`src/lfq_pkg.sv`:
```
// LIN frame queues: register map, item layout, state codes and timing counts.
// Assumes one 100 MHz clock and an APB master with 32-bit data.
package lfq_pkg;
  localparam int unsigned CLK_HZ      = 100_000_000;
  localparam int unsigned INACT_S     = 4;
  localparam logic [28:0] INACT_CYC_D = 29'(64'(INACT_S) * 64'(CLK_HZ));
  localparam int unsigned AW          = 8;
  localparam logic [7:0]  A_CTRL      = 8'h00;
  localparam logic [7:0]  A_BAUD      = 8'h04;
  localparam logic [7:0]  A_RESP      = 8'h08;
  localparam logic [7:0]  A_THR       = 8'h0c;
  localparam logic [7:0]  A_STAT      = 8'h10;
  localparam logic [7:0]  A_TXID      = 8'h14;
  localparam logic [7:0]  A_RXPOP     = 8'h18;
  localparam logic [7:0]  A_RXD0      = 8'h1c;
  localparam logic [7:0]  A_RXD1      = 8'h20;
  localparam int unsigned C_START     = 0;
  localparam int unsigned C_LOG       = 1;
  localparam int unsigned C_ENH       = 2;
  localparam int unsigned C_SLEEP     = 3;
  localparam int unsigned C_WAKE      = 4;
  localparam int unsigned S_PEND      = 0;
  localparam int unsigned S_OVER      = 1;
  localparam int unsigned S_DRAIN     = 2;
  localparam int unsigned S_ERR       = 3;
  localparam int unsigned S_STALE     = 4;
  localparam int unsigned S_SLEEP     = 5;
  localparam int unsigned S_IGN       = 6;
  localparam int unsigned S_CNT       = 8;
  localparam int unsigned F_ID        = 0;
  localparam int unsigned F_LEN       = 8;
  localparam int unsigned F_TYPE      = 16;
  localparam int unsigned F_STALE     = 31;
  localparam logic [1:0]  IT_FULL     = 2'h1;
  localparam logic [1:0]  IT_ERR      = 2'h2;
  localparam logic [1:0]  IT_INACT    = 2'h3;
  localparam logic [7:0]  SYNC        = 8'h55;
  localparam logic [15:0] BAUD_RST    = 16'h1458;
  localparam logic [3:0]  RESP_RST    = 4'h8;
  localparam logic [7:0]  THR_RST     = 8'h00;
  localparam logic [3:0]  BRK_TX      = 4'hd;
  localparam logic [3:0]  BRK_RX      = 4'hb;
  localparam logic [3:0]  WAKE_BITS   = 4'h5;
  localparam logic [3:0]  HDR_TO      = 4'he;

  typedef enum logic [3:0] {R_IDLE = 4'h1, R_BRK = 4'h2, R_WAIT = 4'h4, R_BIT = 4'h8} lfq_rx_t;
  typedef enum logic [3:0] {T_IDLE = 4'h1, T_BRK = 4'h2, T_DEL = 4'h4, T_BYTE = 4'h8} lfq_tx_t;
endpackage : lfq_pkg

```
`src/lfq_top.sv`:
```
// LIN frame queues: APB registers, receive and transmit queues, LIN engines.
// Assumes lin_rx is asynchronous to pclk and the LIN pin is open drain.
//
// Local design decisions: register access over APB and the placing of the registers.
`timescale 1ns/1ps
module lfq_top
#(
  parameter int unsigned RX_DEPTH  = 8,
  parameter int unsigned TX_DEPTH  = 4,
  parameter logic [28:0] INACT_CYC = lfq_pkg::INACT_CYC_D
)
(
  input  wire logic                   pclk,
  input  wire logic                   presetn,
  input  wire logic                   psel,
  input  wire logic                   penable,
  input  wire logic                   pwrite,
  input  wire logic [lfq_pkg::AW-1:0] paddr,
  input  wire logic [31:0]            pwdata,
  output logic      [31:0]            prdata,
  output logic                        pready,
  output logic                        pslverr,
  input  wire logic                   lin_rx,
  output logic                        lin_out,
  output logic                        lin_oe_n,
  output logic                        read_items_pending,
  output logic                        queue_depth_over_threshold,
  output logic                        transmit_queue_drained
);
  import lfq_pkg::*;

  localparam int unsigned RXN = (RX_DEPTH == 0) ? 1 : RX_DEPTH;
  localparam int unsigned TXN = (TX_DEPTH == 0) ? 1 : TX_DEPTH;
  localparam int unsigned RPW = (RXN > 1) ? $clog2(RXN) : 1;
  localparam int unsigned TPW = (TXN > 1) ? $clog2(TXN) : 1;
  localparam int unsigned RCW = $clog2(RXN + 1);
  localparam int unsigned TCW = $clog2(TXN + 1);
  localparam logic [RCW-1:0] RX_FULL = RCW'(RXN);
  localparam logic [TCW-1:0] TX_FULL = TCW'(TXN);
  localparam logic [RPW-1:0] RX_LAST = RPW'(RXN - 1);
  localparam logic [TPW-1:0] TX_LAST = TPW'(TXN - 1);

  function automatic logic [19:0] bt(input logic [15:0] div, input logic [3:0] n);
    return {4'h0, div} * {16'h0000, n};
  endfunction : bt

  function automatic logic [7:0] csum_add(input logic [7:0] a, input logic [7:0] b);
    logic [8:0] s;
    s = {1'b0, a} + {1'b0, b};
    return s[7:0] + {7'h00, s[8]};
  endfunction : csum_add

  function automatic logic [7:0] pid_of(input logic [5:0] id);
    return {~(id[1] ^ id[3] ^ id[4] ^ id[5]), id[0] ^ id[1] ^ id[2] ^ id[4], id};
  endfunction : pid_of

  function automatic logic [31:0] mk_info(input logic [1:0] ty, input logic [3:0] len,
                                          input logic [5:0] id);
    logic [31:0] w;
    w = '0;
    w[F_TYPE +: 2] = ty;
    w[F_LEN +: 4]  = len;
    w[F_ID +: 6]   = id;
    return w;
  endfunction : mk_info

  logic            pready_q, pslverr_q, pop_ok_q;
  logic [31:0]     prdata_q, rd_val;
  logic            addr_ok, setup, wr, rd, ctrl_wr, start_set;
  logic            start_q, log_q, enh_q, sleep_q, wreq_q, run, wake_go;
  logic [15:0]     baud_q;
  logic [3:0]      resp_q;
  logic [7:0]      thr_q;
  logic            rxs1_q, rxs2_q, rxs3_q;
  logic [28:0]     quiet_q;
  logic            inact_q, ign_q, sync_ok_q;
  lfq_rx_t         rst_q;
  logic [19:0]     rtm_q;
  logic [3:0]      rbit_q, rfld_q;
  logic [7:0]      rsh_q, rcs_q;
  logic [5:0]      rid_q;
  logic [63:0]     rdat_q, rq_dat_q, last_dat_q;
  logic            rq_push_q, rx_put, rx_pop, stale_q, pend_q, over_q;
  logic [31:0]     rq_info_q, last_info_q;
  logic [31:0]     rq_info [RXN];
  logic [63:0]     rq_dat  [RXN];
  logic [RPW-1:0]  rx_wp_q, rx_rp_q;
  logic [RCW-1:0]  rx_cnt_q;
  logic [5:0]      tq [TXN];
  logic [TPW-1:0]  tx_wp_q, tx_rp_q;
  logic [TCW-1:0]  tx_cnt_q;
  logic            tx_wr, tx_put, tx_pop, err_q, drained_q;
  lfq_tx_t         tst_q;
  logic [19:0]     ttm_q;
  logic [3:0]      tbit_q;
  logic [9:0]      tsh_q;
  logic            tsel_q, twake_q, oe_n_q, out_q, tx_done_q, wake_done_q;

  assign prdata                     = prdata_q;
  assign pready                     = pready_q;
  assign pslverr                    = pslverr_q;
  assign lin_out                    = out_q;
  assign lin_oe_n                   = oe_n_q;
  assign read_items_pending         = pend_q;
  assign queue_depth_over_threshold = over_q;
  assign transmit_queue_drained     = drained_q;

  // APB: one wait-free access phase, side effects at its completing edge
  assign setup     = psel & ~penable;
  assign wr        = psel & penable & pready_q & pwrite;
  assign rd        = psel & penable & pready_q & ~pwrite;
  assign ctrl_wr   = wr && (paddr == A_CTRL);
  assign start_set = ctrl_wr && pwdata[C_START] && !start_q;
  assign run       = start_q & ~sleep_q;
  assign wake_go   = (tst_q == T_IDLE) && sleep_q && wreq_q;

  always_comb
  begin
    rd_val  = '0;
    addr_ok = 1'b1;
    if (paddr == A_CTRL)
    begin
      rd_val[C_START] = start_q;
      rd_val[C_LOG]   = log_q;
      rd_val[C_ENH]   = enh_q;
      rd_val[C_SLEEP] = sleep_q;
      rd_val[C_WAKE]  = wreq_q;
    end
    else if (paddr == A_BAUD)
      rd_val[15:0] = baud_q;
    else if (paddr == A_RESP)
      rd_val[3:0] = resp_q;
    else if (paddr == A_THR)
      rd_val[7:0] = thr_q;
    else if (paddr == A_STAT)
    begin
      rd_val[S_PEND]        = pend_q;
      rd_val[S_OVER]        = over_q;
      rd_val[S_DRAIN]       = drained_q;
      rd_val[S_ERR]         = err_q;
      rd_val[S_STALE]       = stale_q;
      rd_val[S_SLEEP]       = sleep_q;
      rd_val[S_IGN]         = ign_q;
      rd_val[S_CNT +: RCW]  = rx_cnt_q;
    end
    else if (paddr == A_RXPOP)
    begin
      if (rx_cnt_q != '0)
        rd_val = rq_info[rx_rp_q];
      else
      begin
        rd_val          = last_info_q;
        rd_val[F_STALE] = 1'b1;
      end
    end
    else if (paddr == A_RXD0)
      rd_val = last_dat_q[31:0];
    else if (paddr == A_RXD1)
      rd_val = last_dat_q[63:32];
    else if (paddr != A_TXID)
      addr_ok = 1'b0;
  end

  always_ff @(posedge pclk or negedge presetn)
  begin
    if (!presetn)
    begin
      pready_q  <= 1'b0;
      pslverr_q <= 1'b0;
      pop_ok_q  <= 1'b0;
      prdata_q  <= '0;
    end
    else
    begin
      pready_q  <= setup;
      // Error stands only in the access cycle
      pslverr_q <= setup & ~addr_ok;
      // Pop only what the setup cycle returned, never a later arrival
      pop_ok_q  <= setup && (rx_cnt_q != '0);
      if (setup)
        prdata_q <= pwrite ? 32'h0000_0000 : rd_val;
    end
  end

  always_ff @(posedge pclk or negedge presetn)
  begin
    if (!presetn)
    begin
      start_q <= 1'b0;
      log_q   <= 1'b0;
      enh_q   <= 1'b0;
      baud_q  <= BAUD_RST;
      resp_q  <= RESP_RST;
      thr_q   <= THR_RST;
    end
    else if (ctrl_wr)
    begin
      start_q <= pwdata[C_START];
      log_q   <= pwdata[C_LOG];
      enh_q   <= pwdata[C_ENH];
    end
    else if (wr && paddr == A_BAUD)
      baud_q <= pwdata[15:0];
    else if (wr && paddr == A_RESP)
      resp_q <= pwdata[3:0];
    else if (wr && paddr == A_THR)
      thr_q <= pwdata[7:0];
  end

  // Sleep state: software enters it, bus activity or own wake pulse leaves it
  always_ff @(posedge pclk or negedge presetn)
  begin
    if (!presetn)
    begin
      sleep_q <= 1'b0;
      wreq_q  <= 1'b0;
    end
    else if (ctrl_wr)
    begin
      sleep_q <= pwdata[C_SLEEP];
      wreq_q  <= pwdata[C_WAKE];
    end
    else if (sleep_q && (!rxs2_q || wake_done_q))
    begin
      sleep_q <= 1'b0;
      wreq_q  <= 1'b0;
    end
    else if (wake_go)
      wreq_q <= 1'b0;
  end

  always_ff @(posedge pclk or negedge presetn)
  begin
    if (!presetn)
    begin
      rxs1_q <= 1'b1;
      rxs2_q <= 1'b1;
      rxs3_q <= 1'b1;
    end
    else
    begin
      rxs1_q <= lin_rx;
      rxs2_q <= rxs1_q;
      rxs3_q <= rxs2_q;
    end
  end

  // Bus quiet timer, fires once per quiet stretch
  always_ff @(posedge pclk or negedge presetn)
  begin
    if (!presetn)
    begin
      quiet_q <= '0;
      inact_q <= 1'b0;
    end
    else
    begin
      inact_q <= 1'b0;
      if (!start_q || !rxs2_q || rxs2_q != rxs3_q)
        quiet_q <= '0;
      else if (quiet_q != INACT_CYC)
      begin
        quiet_q <= quiet_q + 29'h1;
        inact_q <= (quiet_q == INACT_CYC - 29'h1);
      end
    end
  end

  always_ff @(posedge pclk or negedge presetn)
  begin
    if (!presetn)
      ign_q <= 1'b0;
    else if (sync_ok_q)
      ign_q <= 1'b0;
    else if (inact_q && !sleep_q)
      ign_q <= 1'b1;
  end

  // Receiver: break, sync, protected id, response bytes, checksum
  always_ff @(posedge pclk or negedge presetn)
  begin : rx_fsm
    logic       err;
    logic [2:0] bidx;
    err  = 1'b0;
    bidx = 3'(rfld_q - 4'h2);
    if (!presetn)
    begin
      rst_q     <= R_IDLE;
      rtm_q     <= '0;
      rbit_q    <= '0;
      rsh_q     <= '0;
      rfld_q    <= '0;
      rid_q     <= '0;
      rcs_q     <= '0;
      rdat_q    <= '0;
      rq_push_q <= 1'b0;
      rq_info_q <= '0;
      rq_dat_q  <= '0;
      sync_ok_q <= 1'b0;
    end
    else
    begin
      rq_push_q <= 1'b0;
      sync_ok_q <= 1'b0;
      case (rst_q)
        R_IDLE:
          if (run && !rxs2_q)
          begin
            rst_q <= R_BRK;
            rtm_q <= '0;
          end
        R_BRK:
          begin
            rtm_q <= rtm_q + 20'h1;
            if (rxs2_q)
            begin
              // Short low pulses such as wake-ups are dropped here
              rst_q  <= (rtm_q >= bt(baud_q, BRK_RX)) ? R_WAIT : R_IDLE;
              rtm_q  <= '0;
              rfld_q <= '0;
              rdat_q <= '0;
              rid_q  <= '0;
            end
          end
        R_WAIT:
          begin
            rtm_q <= rtm_q + 20'h1;
            if (!rxs2_q)
            begin
              rst_q  <= R_BIT;
              rtm_q  <= {5'h00, baud_q[15:1]};
              rbit_q <= '0;
            end
            else if (rtm_q >= bt(baud_q, HDR_TO))
              err = 1'b1;
          end
        R_BIT:
          if (rtm_q != '0)
            rtm_q <= rtm_q - 20'h1;
          else
          begin
            rtm_q  <= {4'h0, baud_q} - 20'h1;
            rbit_q <= rbit_q + 4'h1;
            if (rbit_q == 4'h0)
              err = rxs2_q;
            else if (rbit_q != 4'h9)
              rsh_q <= {rxs2_q, rsh_q[7:1]};
            else if (!rxs2_q)
              err = 1'b1;
            else
            begin
              rst_q  <= R_WAIT;
              rtm_q  <= '0;
              rfld_q <= rfld_q + 4'h1;
              if (rfld_q == 4'h0)
              begin
                err       = (rsh_q != SYNC);
                sync_ok_q <= (rsh_q == SYNC);
              end
              else if (rfld_q == 4'h1)
              begin
                err   = (rsh_q != pid_of(rsh_q[5:0]));
                rid_q <= rsh_q[5:0];
                rcs_q <= enh_q ? rsh_q : 8'h00;
              end
              else if ({1'b0, rfld_q} < {1'b0, resp_q} + 5'h02)
              begin
                rdat_q[{bidx, 3'h0} +: 8] <= rsh_q;
                rcs_q                     <= csum_add(rcs_q, rsh_q);
              end
              else
              begin
                err   = (rsh_q != ~rcs_q);
                rst_q <= R_IDLE;
                if (!err)
                begin
                  // Sleep requests land here as ordinary frames
                  rq_push_q <= 1'b1;
                  rq_info_q <= mk_info(IT_FULL, resp_q, rid_q);
                  rq_dat_q  <= rdat_q;
                end
              end
            end
          end
        default:
          rst_q <= R_IDLE;
      endcase
      if (err)
      begin
        rst_q <= R_IDLE;
        if (log_q && !ign_q)
        begin
          rq_push_q <= 1'b1;
          rq_info_q <= mk_info(IT_ERR, rfld_q, rid_q);
          rq_dat_q  <= rdat_q;
        end
      end
      else if (inact_q)
      begin
        rq_push_q <= 1'b1;
        rq_info_q <= mk_info(IT_INACT, 4'h0, 6'h00);
        rq_dat_q  <= '0;
      end
    end
  end

  // Receive queue; with zero depth the single slot is overwritten silently
  assign rx_pop = rd && (paddr == A_RXPOP) && pop_ok_q;
  assign rx_put = rq_push_q && (RX_DEPTH == 0 || rx_cnt_q != RX_FULL || rx_pop);

  always_ff @(posedge pclk)
  begin
    if (rx_put)
    begin
      rq_info[rx_wp_q] <= rq_info_q;
      rq_dat[rx_wp_q]  <= rq_dat_q;
    end
  end

  always_ff @(posedge pclk or negedge presetn)
  begin
    if (!presetn)
    begin
      rx_wp_q  <= '0;
      rx_rp_q  <= '0;
      rx_cnt_q <= '0;
    end
    else
    begin
      if (rx_put)
        rx_wp_q <= (rx_wp_q == RX_LAST) ? '0 : rx_wp_q + 1'b1;
      if (rx_pop)
        rx_rp_q <= (rx_rp_q == RX_LAST) ? '0 : rx_rp_q + 1'b1;
      if (rx_put && !rx_pop && rx_cnt_q != RX_FULL)
        rx_cnt_q <= rx_cnt_q + 1'b1;
      else if (rx_pop && !rx_put)
        rx_cnt_q <= rx_cnt_q - 1'b1;
    end
  end

  always_ff @(posedge pclk or negedge presetn)
  begin
    if (!presetn)
    begin
      last_info_q <= '0;
      last_dat_q  <= '0;
      stale_q     <= 1'b0;
    end
    else if (rd && paddr == A_RXPOP)
    begin
      if (rx_pop)
      begin
        last_info_q <= rq_info[rx_rp_q];
        last_dat_q  <= rq_dat[rx_rp_q];
        stale_q     <= 1'b0;
      end
      else
        stale_q <= 1'b1;
    end
  end

  always_ff @(posedge pclk or negedge presetn)
  begin
    if (!presetn)
    begin
      pend_q <= 1'b0;
      over_q <= 1'b0;
    end
    else
    begin
      pend_q <= (rx_cnt_q != '0);
      over_q <= (32'(rx_cnt_q) > 32'(thr_q));
    end
  end

  // Transmit queue of header identifiers
  assign tx_wr  = wr && (paddr == A_TXID);
  assign tx_put = tx_wr && (TX_DEPTH == 0 || tx_cnt_q != TX_FULL);
  assign tx_pop = tx_done_q && (tx_cnt_q != '0);

  always_ff @(posedge pclk)
  begin
    if (tx_put)
      tq[tx_wp_q] <= pwdata[5:0];
  end

  always_ff @(posedge pclk or negedge presetn)
  begin
    if (!presetn)
    begin
      tx_wp_q  <= '0;
      tx_rp_q  <= '0;
      tx_cnt_q <= '0;
    end
    else
    begin
      if (tx_put)
        tx_wp_q <= (tx_wp_q == TX_LAST) ? '0 : tx_wp_q + 1'b1;
      if (tx_pop)
        tx_rp_q <= (tx_rp_q == TX_LAST) ? '0 : tx_rp_q + 1'b1;
      if (tx_put && !tx_pop && tx_cnt_q != TX_FULL)
        tx_cnt_q <= tx_cnt_q + 1'b1;
      else if (tx_pop && !tx_put)
        tx_cnt_q <= tx_cnt_q - 1'b1;
    end
  end

  always_ff @(posedge pclk or negedge presetn)
  begin
    if (!presetn)
      err_q <= 1'b0;
    else if (tx_wr && !tx_put)
      err_q <= 1'b1;
    else if (wr && paddr == A_STAT && pwdata[S_ERR])
      err_q <= 1'b0;
  end

  always_ff @(posedge pclk or negedge presetn)
  begin
    if (!presetn)
      drained_q <= 1'b1;
    else if (tx_put)
      drained_q <= 1'b0;
    else if (start_set || (tx_done_q && tx_cnt_q == TCW'(1)))
      drained_q <= 1'b1;
  end

  // Transmitter: master header or wake pulse, open drain
  always_ff @(posedge pclk or negedge presetn)
  begin
    if (!presetn)
    begin
      tst_q       <= T_IDLE;
      ttm_q       <= '0;
      tbit_q      <= '0;
      tsh_q       <= '0;
      tsel_q      <= 1'b0;
      twake_q     <= 1'b0;
      oe_n_q      <= 1'b1;
      out_q       <= 1'b0;
      tx_done_q   <= 1'b0;
      wake_done_q <= 1'b0;
    end
    else
    begin
      out_q       <= 1'b0;
      tx_done_q   <= 1'b0;
      wake_done_q <= 1'b0;
      case (tst_q)
        T_IDLE:
          if (wake_go)
          begin
            tst_q   <= T_BRK;
            twake_q <= 1'b1;
            oe_n_q  <= 1'b0;
            ttm_q   <= bt(baud_q, WAKE_BITS) - 20'h1;
          end
          else if (run && tx_cnt_q != '0 && rst_q == R_IDLE && rxs2_q)
          begin
            tst_q   <= T_BRK;
            twake_q <= 1'b0;
            oe_n_q  <= 1'b0;
            ttm_q   <= bt(baud_q, BRK_TX) - 20'h1;
          end
        T_BRK:
          if (ttm_q != '0)
            ttm_q <= ttm_q - 20'h1;
          else
          begin
            oe_n_q      <= 1'b1;
            ttm_q       <= {4'h0, baud_q} - 20'h1;
            wake_done_q <= twake_q;
            tst_q       <= twake_q ? T_IDLE : T_DEL;
          end
        T_DEL:
          if (ttm_q != '0)
            ttm_q <= ttm_q - 20'h1;
          else
          begin
            tst_q  <= T_BYTE;
            tsh_q  <= {1'b1, SYNC, 1'b0};
            tsel_q <= 1'b0;
            tbit_q <= '0;
            oe_n_q <= 1'b0;
            ttm_q  <= {4'h0, baud_q} - 20'h1;
          end
        T_BYTE:
          if (ttm_q != '0)
            ttm_q <= ttm_q - 20'h1;
          else
          begin
            ttm_q <= {4'h0, baud_q} - 20'h1;
            if (tbit_q != 4'h9)
            begin
              tsh_q  <= {1'b1, tsh_q[9:1]};
              tbit_q <= tbit_q + 4'h1;
              oe_n_q <= tsh_q[1];
            end
            else if (!tsel_q)
            begin
              tsh_q  <= {1'b1, pid_of(tq[tx_rp_q]), 1'b0};
              tsel_q <= 1'b1;
              tbit_q <= '0;
              oe_n_q <= 1'b0;
            end
            else
            begin
              tst_q     <= T_IDLE;
              tx_done_q <= 1'b1;
            end
          end
        default:
          tst_q <= T_IDLE;
      endcase
    end
  end
endmodule : lfq_top
```
`config.mk`:
```
export PLATFORM = sky130hd
export DESIGN_NAME = lfq_top
export DESIGN_NICKNAME = d
export VERILOG_FILES = /design/src/lfq_pkg.sv /design/src/lfq_top.sv
export SDC_FILE = /design/constraint.sdc
export NUM_CORES = 2
export LEC_CHECK = 0
export ABC_AREA = 0
export BUFFER_PORTS_ARGS = -buffer_cell sky130_fd_sc_hd__buf_2
export CAP_MARGIN = 20
export CORE_ASPECT_RATIO = 1.75
export CORE_MARGIN = 1
export CORE_UTILIZATION = 61
export DETAILED_ROUTE_END_ITERATION = 12
export GPL_ROUTABILITY_DRIVEN = 0
export GPL_TIMING_DRIVEN = 0
export PLACE_DENSITY = 0.82
export SETUP_SLACK_MARGIN = 0.3
export SLEW_MARGIN = 20
export SYNTH_ARGS = -nofsm -noshare
export SYNTH_HDL_FRONTEND = slang
export SYNTH_SLANG_ARGS = --single-unit
```
`constraint.sdc`:
```
create_clock -name pclk -period 12 [get_ports pclk]
set_clock_uncertainty 0.1 [all_clocks]
set_input_delay 2.4 -clock pclk [delete_from_list [all_inputs] [get_ports pclk]]
set_output_delay 2.4 -clock pclk [all_outputs]
set_load 0.05 [all_outputs]
```
### Yosys cells after proc, flatten, opt, wreduce, memory -nomap -nowiden

Memories as Yosys holds them, arrays and structs flattened. A register that Yosys moved wholly into a read port is not among the register bits.
Index checks and enable logic that the tools add are counted.

| storage, ports and cells | value |
|---|---|
| memories | 3 |
| memory bits (writable) | 792 |
| input bits | 46 |
| logic and storage cells | 470 |
| register bits | 414 |
| output and inout bits | 39 |

Memories:

| memory | words | bits a word | read ports | clocked after memory_dff | wr ports | RTL line | RTL |
|---|---|---|---|---|---|---|---|
| rq_dat | 8 | 64 | 1 | 1 | 1 | lfq_top.sv:86 | `logic [63:0] rq_dat [RXN];` |
| rq_info | 8 | 32 | 1 | 0 | 1 | lfq_top.sv:85 | `logic [31:0] rq_info [RXN];` |
| tq | 4 | 6 | 1 | 0 | 1 | lfq_top.sv:89 | `logic [5:0] tq [TXN];` |

| operators by class | value |
|---|---|
| bitwise operators | 33 |
| shift operators | 2 |
| multiply operators | 4 |
| eq/ne operators | 59 |
| multiplexer cells | 203 |
| reduce and logical (&&, ||, !) cells | 88 |
| magnitude comparators | 4 |
| add/sub/neg operators | 23 |

Operator list:

| kind | count |
|---|---|
| $mux W64 | 20 |
| $mux W32 | 22 |
| $mux W20 | 11 |
| $pmux W64 S2 | 1 |
| $mux W4 | 30 |
| $pmux W20 S4 | 1 |
| $mux W1 | 71 |
| $bwmux W64 | 1 |
| $shift A8 B8 Y64 const A | 1 |
| $shiftx A8 B8 Y64 | 1 |
| $sub A20 B1 Y20 const B | 3 |
| $mux W29 | 2 |
| $mux W6 | 7 |
| $ge A20 B20 Y1 | 2 |
| $mul A16 B4 Y20 const B | 2 |
| $mux W10 | 4 |
| $pmux W20 S2 | 1 |
| $reduce_bool A20 Y1 | 2 |
| $mul A16 B3 Y19 const B | 2 |
| $eq A8 B5 Y1 const B | 4 |
| $logic_and A1 B1 Y1 | 32 |
| $mux W16 | 2 |
| $mux W8 | 4 |
| $ne A2 B2 Y1 const B | 16 |
| 69 further kinds | 174 |

### Logic depth before layout (Yosys ltp)

| depth | value |
|---|---|
| depth in word-level cells | 15 |
| depth in mapped cells | 24 |
| mapped depth without buffers | 22 |

### Worst setup path after synthesis

Ideal clock, no wire load.

| timing | value |
|---|---|
| path kind | input port to flip-flop |
| from | in paddr[1] (netlist bit) |
| to | mem rq_dat[0][0], enable pin |
| required time | 11.232 ns |
| setup slack | 0.443 ns |
| library setup time | 0.668 ns |
| stages on the path | 9 |
| arrival | 10.789 ns |
| path buffers | 1 |
| cells stage by stage | or4_1 clkbuf_1 nor2_1 nand2_1 nor3_1 and2_1 o21ai_0 or2_2 nor3_1 |

| on the way | value |
|---|---|
| word-level cells in the longest chain between the ends | 7 |

RTL lines:

| what | RTL line | RTL |
|---|---|---|
| start, declared | lfq_top.sv:18 | `input wire logic [lfq_pkg::AW-1:0] paddr,` |
| $eq A8 B5 Y1 | lfq_top.sv:408 | `assign rx_pop = rd && (paddr == A_RXPOP) && pop_ok_q;` |
| $logic_and A1 B1 Y1 (2 in a row) | lfq_top.sv:408 |  |
| $logic_or A1 B1 Y1 | lfq_top.sv:409 | `assign rx_put = rq_push_q && (RX_DEPTH == 0 \|\| rx_cnt_q != RX_FULL \|\| rx_pop);` |
| $logic_and A1 B1 Y1 | lfq_top.sv:409 |  |
| $mux W1 | lfq_top.sv:413 | `if (rx_put)` |
| $mux W1 (implied by the code) | lfq_top.sv:416 | `rq_dat[rx_wp_q] <= rq_dat_q;` |
| end, declared | lfq_top.sv:86 |  |

Every way passes these cells.

### Worst setup path after layout

| timing | value |
|---|---|
| from | reg baud_q[2] |
| to | reg rq_info_q[10] |

| on the way | value |
|---|---|
| word-level cells in the longest chain between the ends | 6 |

RTL lines:

| what | RTL line | RTL |
|---|---|---|
| start, declared | lfq_top.sv:71 | `logic [15:0] baud_q;` |
| start signal, assigned | lfq_top.sv:203 | `baud_q <= pwdata[15:0];` |
| $mul A16 B3 Y19 | lfq_top.sv:44 | `return {4'h0, div} * {16'h0000, n};` |
| $ge A20 B20 Y1 | lfq_top.sv:334 | `else if (rtm_q >= bt(baud_q, HDR_TO))` |
| $mux W1 | lfq_top.sv:334 |  |
| $mux W1 | lfq_top.sv:328 | `if (!rxs2_q)` |
| $pmux W1 S2 | lfq_top.sv:305 | `case (rst_q)` |
| $mux W32 | lfq_top.sv:388 | `if (err)` |
| end signal, assigned | lfq_top.sv:379 | `rq_info_q <= mk_info(IT_FULL, resp_q, rid_q);` |
| end signal, assigned | lfq_top.sv:394 | `rq_info_q <= mk_info(IT_ERR, rfld_q, rid_q);` |
| end signal, assigned | lfq_top.sv:401 | `rq_info_q <= mk_info(IT_INACT, 4'h0, 6'h00);` |
| end, declared | lfq_top.sv:84 | `logic [31:0] rq_info_q, last_info_q;` |

Every way passes these cells.
A chain may end at the register's enable or synchronous reset.

==> flow_summary_export.csv <==
group,metric,value,unit
synth,synth_top_area_frac,0.394,
clocking,cts_sinks,1269,
drt,drtIter0Drc,4937,
timing,final-setup-viol-count,0,
timing,whs,0.260,ns
clocking,cts_buffer_depth,3,
floorplanning,rows,152,
drt,drt_pass1_iterations,8,
global_route,antenna_found_initial,11,
cells_and_area,nNetsFinal,5081,
placement,hpwl,121000,microns
timing,min_period,8.06,ns
critical_path,cp.depth,22,
cells_and_area,fill_cells,6514,
floorplanning,core,0.0981,sq mm
floorplanning,io_pins,85,
timing,finalHoldViolations,0,
cells_and_area,syn_to_final_growth,11.2,%
power,ir_drop,164,uV
drt,finalWirelength,180000,microns
timing,rsz0062_at_grt,"false",
synth,synthCells,4515,
synth,async_flop_share,0.376,
floorplanning,initial_core_util,0.616,
drt,ant_nets,0,
synth,synth_cell_types,98,
timing,worstMarginPinSlew,1.28,ns
critical_path,timing.rr.end,"rq_info_q[10]$_DFF_PN0_",
critical_path,crit_slowest_cell,"dfrtp_1",
floorplanning,die_y,418,microns
worst_hold_path,hold_class,"register to register",
synth,yosysTopAreaCell,"edfxtp_1",
clocking,postCtsResizedCells,0,
power,internal_power,6.62,mW
power,clockPowerShare,0.414,
global_route,track_usage,0.367,
clocking,numCtsBuffers,105,
global_route,gr-usage-met3,0.0974,
synth,ys_seq_elements,1269,
critical_path,critPathLaunch,"baud_q[2]$_DFFE_PN0P_",
synth,ys.warnings.count,0,
synth,yosysMostFrequentCell,"edfxtp_1",
synth,ys_top_cells_by_area,"edfxtp_1, dfrtp_1, mux4_2, ha_1, mux2i_1",
critical_path,endpoint,"rq_info_q[10]$_DFF_PN0_",
global_route,grtUsageMet1,0.387,
synth,synth_edf_count,792,
synth,synth_common_cells,"edfxtp_1, dfrtp_1, nor2_1",
timing,slew_headroom,0.146,
synth,synth_nets,4838,
floorplanning,fp.dieW,240,microns
power,leakage,24.7,nW
critical_path,rr_worst_depth,22,
drt,drc,0,
clocking,cts-hold-fix-buffers,0,
critical_path,crit_fanout,12,
critical_path,required,12.49,ns
drt,vias,42300,
clocking,post_cts_buffers,0,
critical_path,startpoint_type,"register",
cells_and_area,finish.utilization,0.685,
run_status,status,"completed",
global_route,grt_pass1_vias,43600,
cells_and_area,drive_above_1_share,0.145,
synth,seq_area_frac_synth,0.591,
synth,synth-main-ff-cell,"edfxtp_1",
global_route,busiest_layer,"met2",
timing,final.setup.tns,0,ns
clocking,htree_levels,3,
timing,period_share,0.672,
power,p_total,8.55,mW
floorplanning,dieArea,0.100,sq mm
drt,wl_per_cell,29.1,microns
job,drv_cap,0,
global_route,grt_max_degree,100,
power,power_frac_comb,0.037,
power,power-per-cell-area,127,mW/mm^2
timing,slew_violations,0,
global_route,met2_usage,0.604,
critical_path,cp_slowest_stage_delay,0.83,ns
timing,fmax,0.124,GHz
critical_path,crit_buf_inv,5,
critical_path,ff2ff_setup_slack,3.94,ns
critical_path,arrival,8.55,ns
synth,synth_area,0.0604,sq mm
global_route,grt_pass1_wl,268000,microns
critical_path,rr_startpoint,"baud_q[2]$_DFFE_PN0P_",
clocking,cts_tree,"done",
drt,avgViaCountPerCell,6.85,
power,p_sw_frac,0.226,
clocking,clkTransAtPathRegs,0.07,ns
critical_path,crit_type,"register to register",
global_route,overflow,0,
clocking,root_buffer,"clkbuf_16",
critical_path,worstPathCellList,"inv_1 > fa_1 > inv_1 > ha_1 > fa_1 > a21oi_1 > o21bai_1 > a21oi_1 > o21ai_0 > a41oi_1 > a221oi_1 > a31o_2 > xor2_1 > ha_1 > or4_1 > a221oi_1 > a21o_1 > and3_1 > clkbuf_1 > buf_2 > buf_2 > a311oi_1",
critical_path,end_kind,"register",
synth,avgSynthCellArea,13.4,sq um
clocking,clock_latency,0.75,ns
power,switchingPower,1.93,mW
power,p_seq_frac,0.549,
placement,port_buffers,67,
critical_path,cp_top_family,"compound AO/OA/AOI/OAI gates",
-- per-stage QoR --
| step | instance area (sq um) | setup WS, ns | cells |
|---|---|---|---|
| floorplan | 60400 | 0.443 | 4515 |
| global placement | 62400 | -7.90 | 5891 |
| detailed placement | 63600 | 3.85 | 5959 |
| CTS | 67100 | 4.25 | 6159 |
| global route | 67200 | 3.76 | 6165 |
| finish | 67200 | 3.94 | 6168 |
-- worst reg2reg max path, cell delays in order, from the launching register on --
cell and delay (ns):
dfrtp_1 0.83, inv_1 0.31, fa_1 0.63, inv_1 0.06, ha_1 0.24, fa_1 0.47
a21oi_1 0.16, o21bai_1 0.11, a21oi_1 0.20, o21ai_0 0.16, a41oi_1 0.32, a221oi_1 0.18
a31o_2 0.29, xor2_1 0.15, ha_1 0.19, or4_1 0.39, a221oi_1 0.72, a21o_1 0.54
and3_1 0.23, clkbuf_1 0.68, buf_2 0.49, buf_2 0.36, a311oi_1 0.08
-- layout make-up --
cell class	instances	area, sq um	area share
Clock buffer	137	2960	0.0441
Antenna cell	8	20.0	0.000298
Timing Repair Buffer	136	1450	0.0216
Sequential cell	1269	35700	0.532
Clock inverter	63	576	0.00857
Buffer	235	982	0.0146
Inverter	306	1150	0.0171
Multi-Input combinational cell	2705	22700	0.337
Tap cell	1309	1640	0.0244
-- power groups by stage --
| stage | sequential, mW | combinational [mW] | clock, mW |
|---|---|---|---|
| final | 4.70 | 0.315 | 3.54 |
| after floorplan | 4.78 | 0.182 | 0 |
| after CTS | 4.69 | 0.307 | 3.54 |
| after detailed placement | 4.79 | 0.305 | 0 |
| after global placement | 4.78 | 0.290 | 0 |
| after global routing | 4.70 | 0.344 | 3.69 |
-- kinds of logic after synthesis --
| family | Yosys count | synth area share |
|---|---|---|
| other cells | 1 | 0.0000621 |
| flops | 1269 | 0.591 |
| compound gates | 841 | 0.0979 |
| fa+ha+maj | 279 | 0.0648 |
| buf+inv | 541 | 0.0352 |
| simple gates | 1060 | 0.0848 |
| mux | 380 | 0.105 |
| xor+xnor | 144 | 0.0211 |
-- metal layers --
metal  vias to the layer above  share of wire
met5                         -        0.00020
met4                         6           0.11
met3                      1078           0.10
met2                      2997           0.48
met1                     20700           0.31
li1                      17500              -
-- placed cells by master (no fill, tap or decap), types with 20 or more instances in the layout --
cell         n
and3_1      38
nor2b_1     22
nor3_1      75
nand2_1    217
o22ai_1     24
mux2_2      42
clkinv_2    22
or3_1       26
nor2_1     365
fa_1        57
a2111oi_0   28
nand3_1     78
xor2_1      57
xnor2_1     86
a21oi_1    243
buf_1       24
a22o_1      95
buf_2      107
nor4_1      92
and2_1      20
edfxtp_1   792
mux2i_1    140
clkbuf_16  107
mux4_2     198
nand2b_1    24
nand4_1     24
dfrtp_1    464
inv_1      305
a31oi_1     34
a21o_1      38
a2111oi_2   40
buf_4       31
clkbuf_1   171
a211oi_1    27
o21ai_0    137
ha_1       220
-- registers in the layout, indices dropped and copies added, names as in the netlist, 6 cells and up --
register and cells:
rtm_q 20, rq_dat_q 64, rsh_q 8, rq_info_q 32, rq_info 256, last_dat_q 64, rq_dat 512, rcs_q 8
last_info_q 31, thr_q 8, baud_q 16, rid_q 6, tq 24, quiet_q 29, rdat_q 64, prdata 32
tsh_q 9, ttm_q 20
-- how the worst min path moves through the flow --
stage,from,endpoint,slack [ns],depth (start not counted)
global route,rxs1_q$_DFF_PN1_,rxs2_q$_DFF_PN1_,0.26,0
floorplan,rxs1_q$_DFF_PN1_,rxs2_q$_DFF_PN1_,0.25,0
CTS,rxs1_q$_DFF_PN1_,rxs2_q$_DFF_PN1_,0.26,0
detailed placement,rxs1_q$_DFF_PN1_,rxs2_q$_DFF_PN1_,0.25,0
finish,rxs1_q$_DFF_PN1_,rxs2_q$_DFF_PN1_,0.26,0
global placement,rxs1_q$_DFF_PN1_,rxs2_q$_DFF_PN1_,0.25,0
No activity file was read; power rests on OpenSTA's default activity.
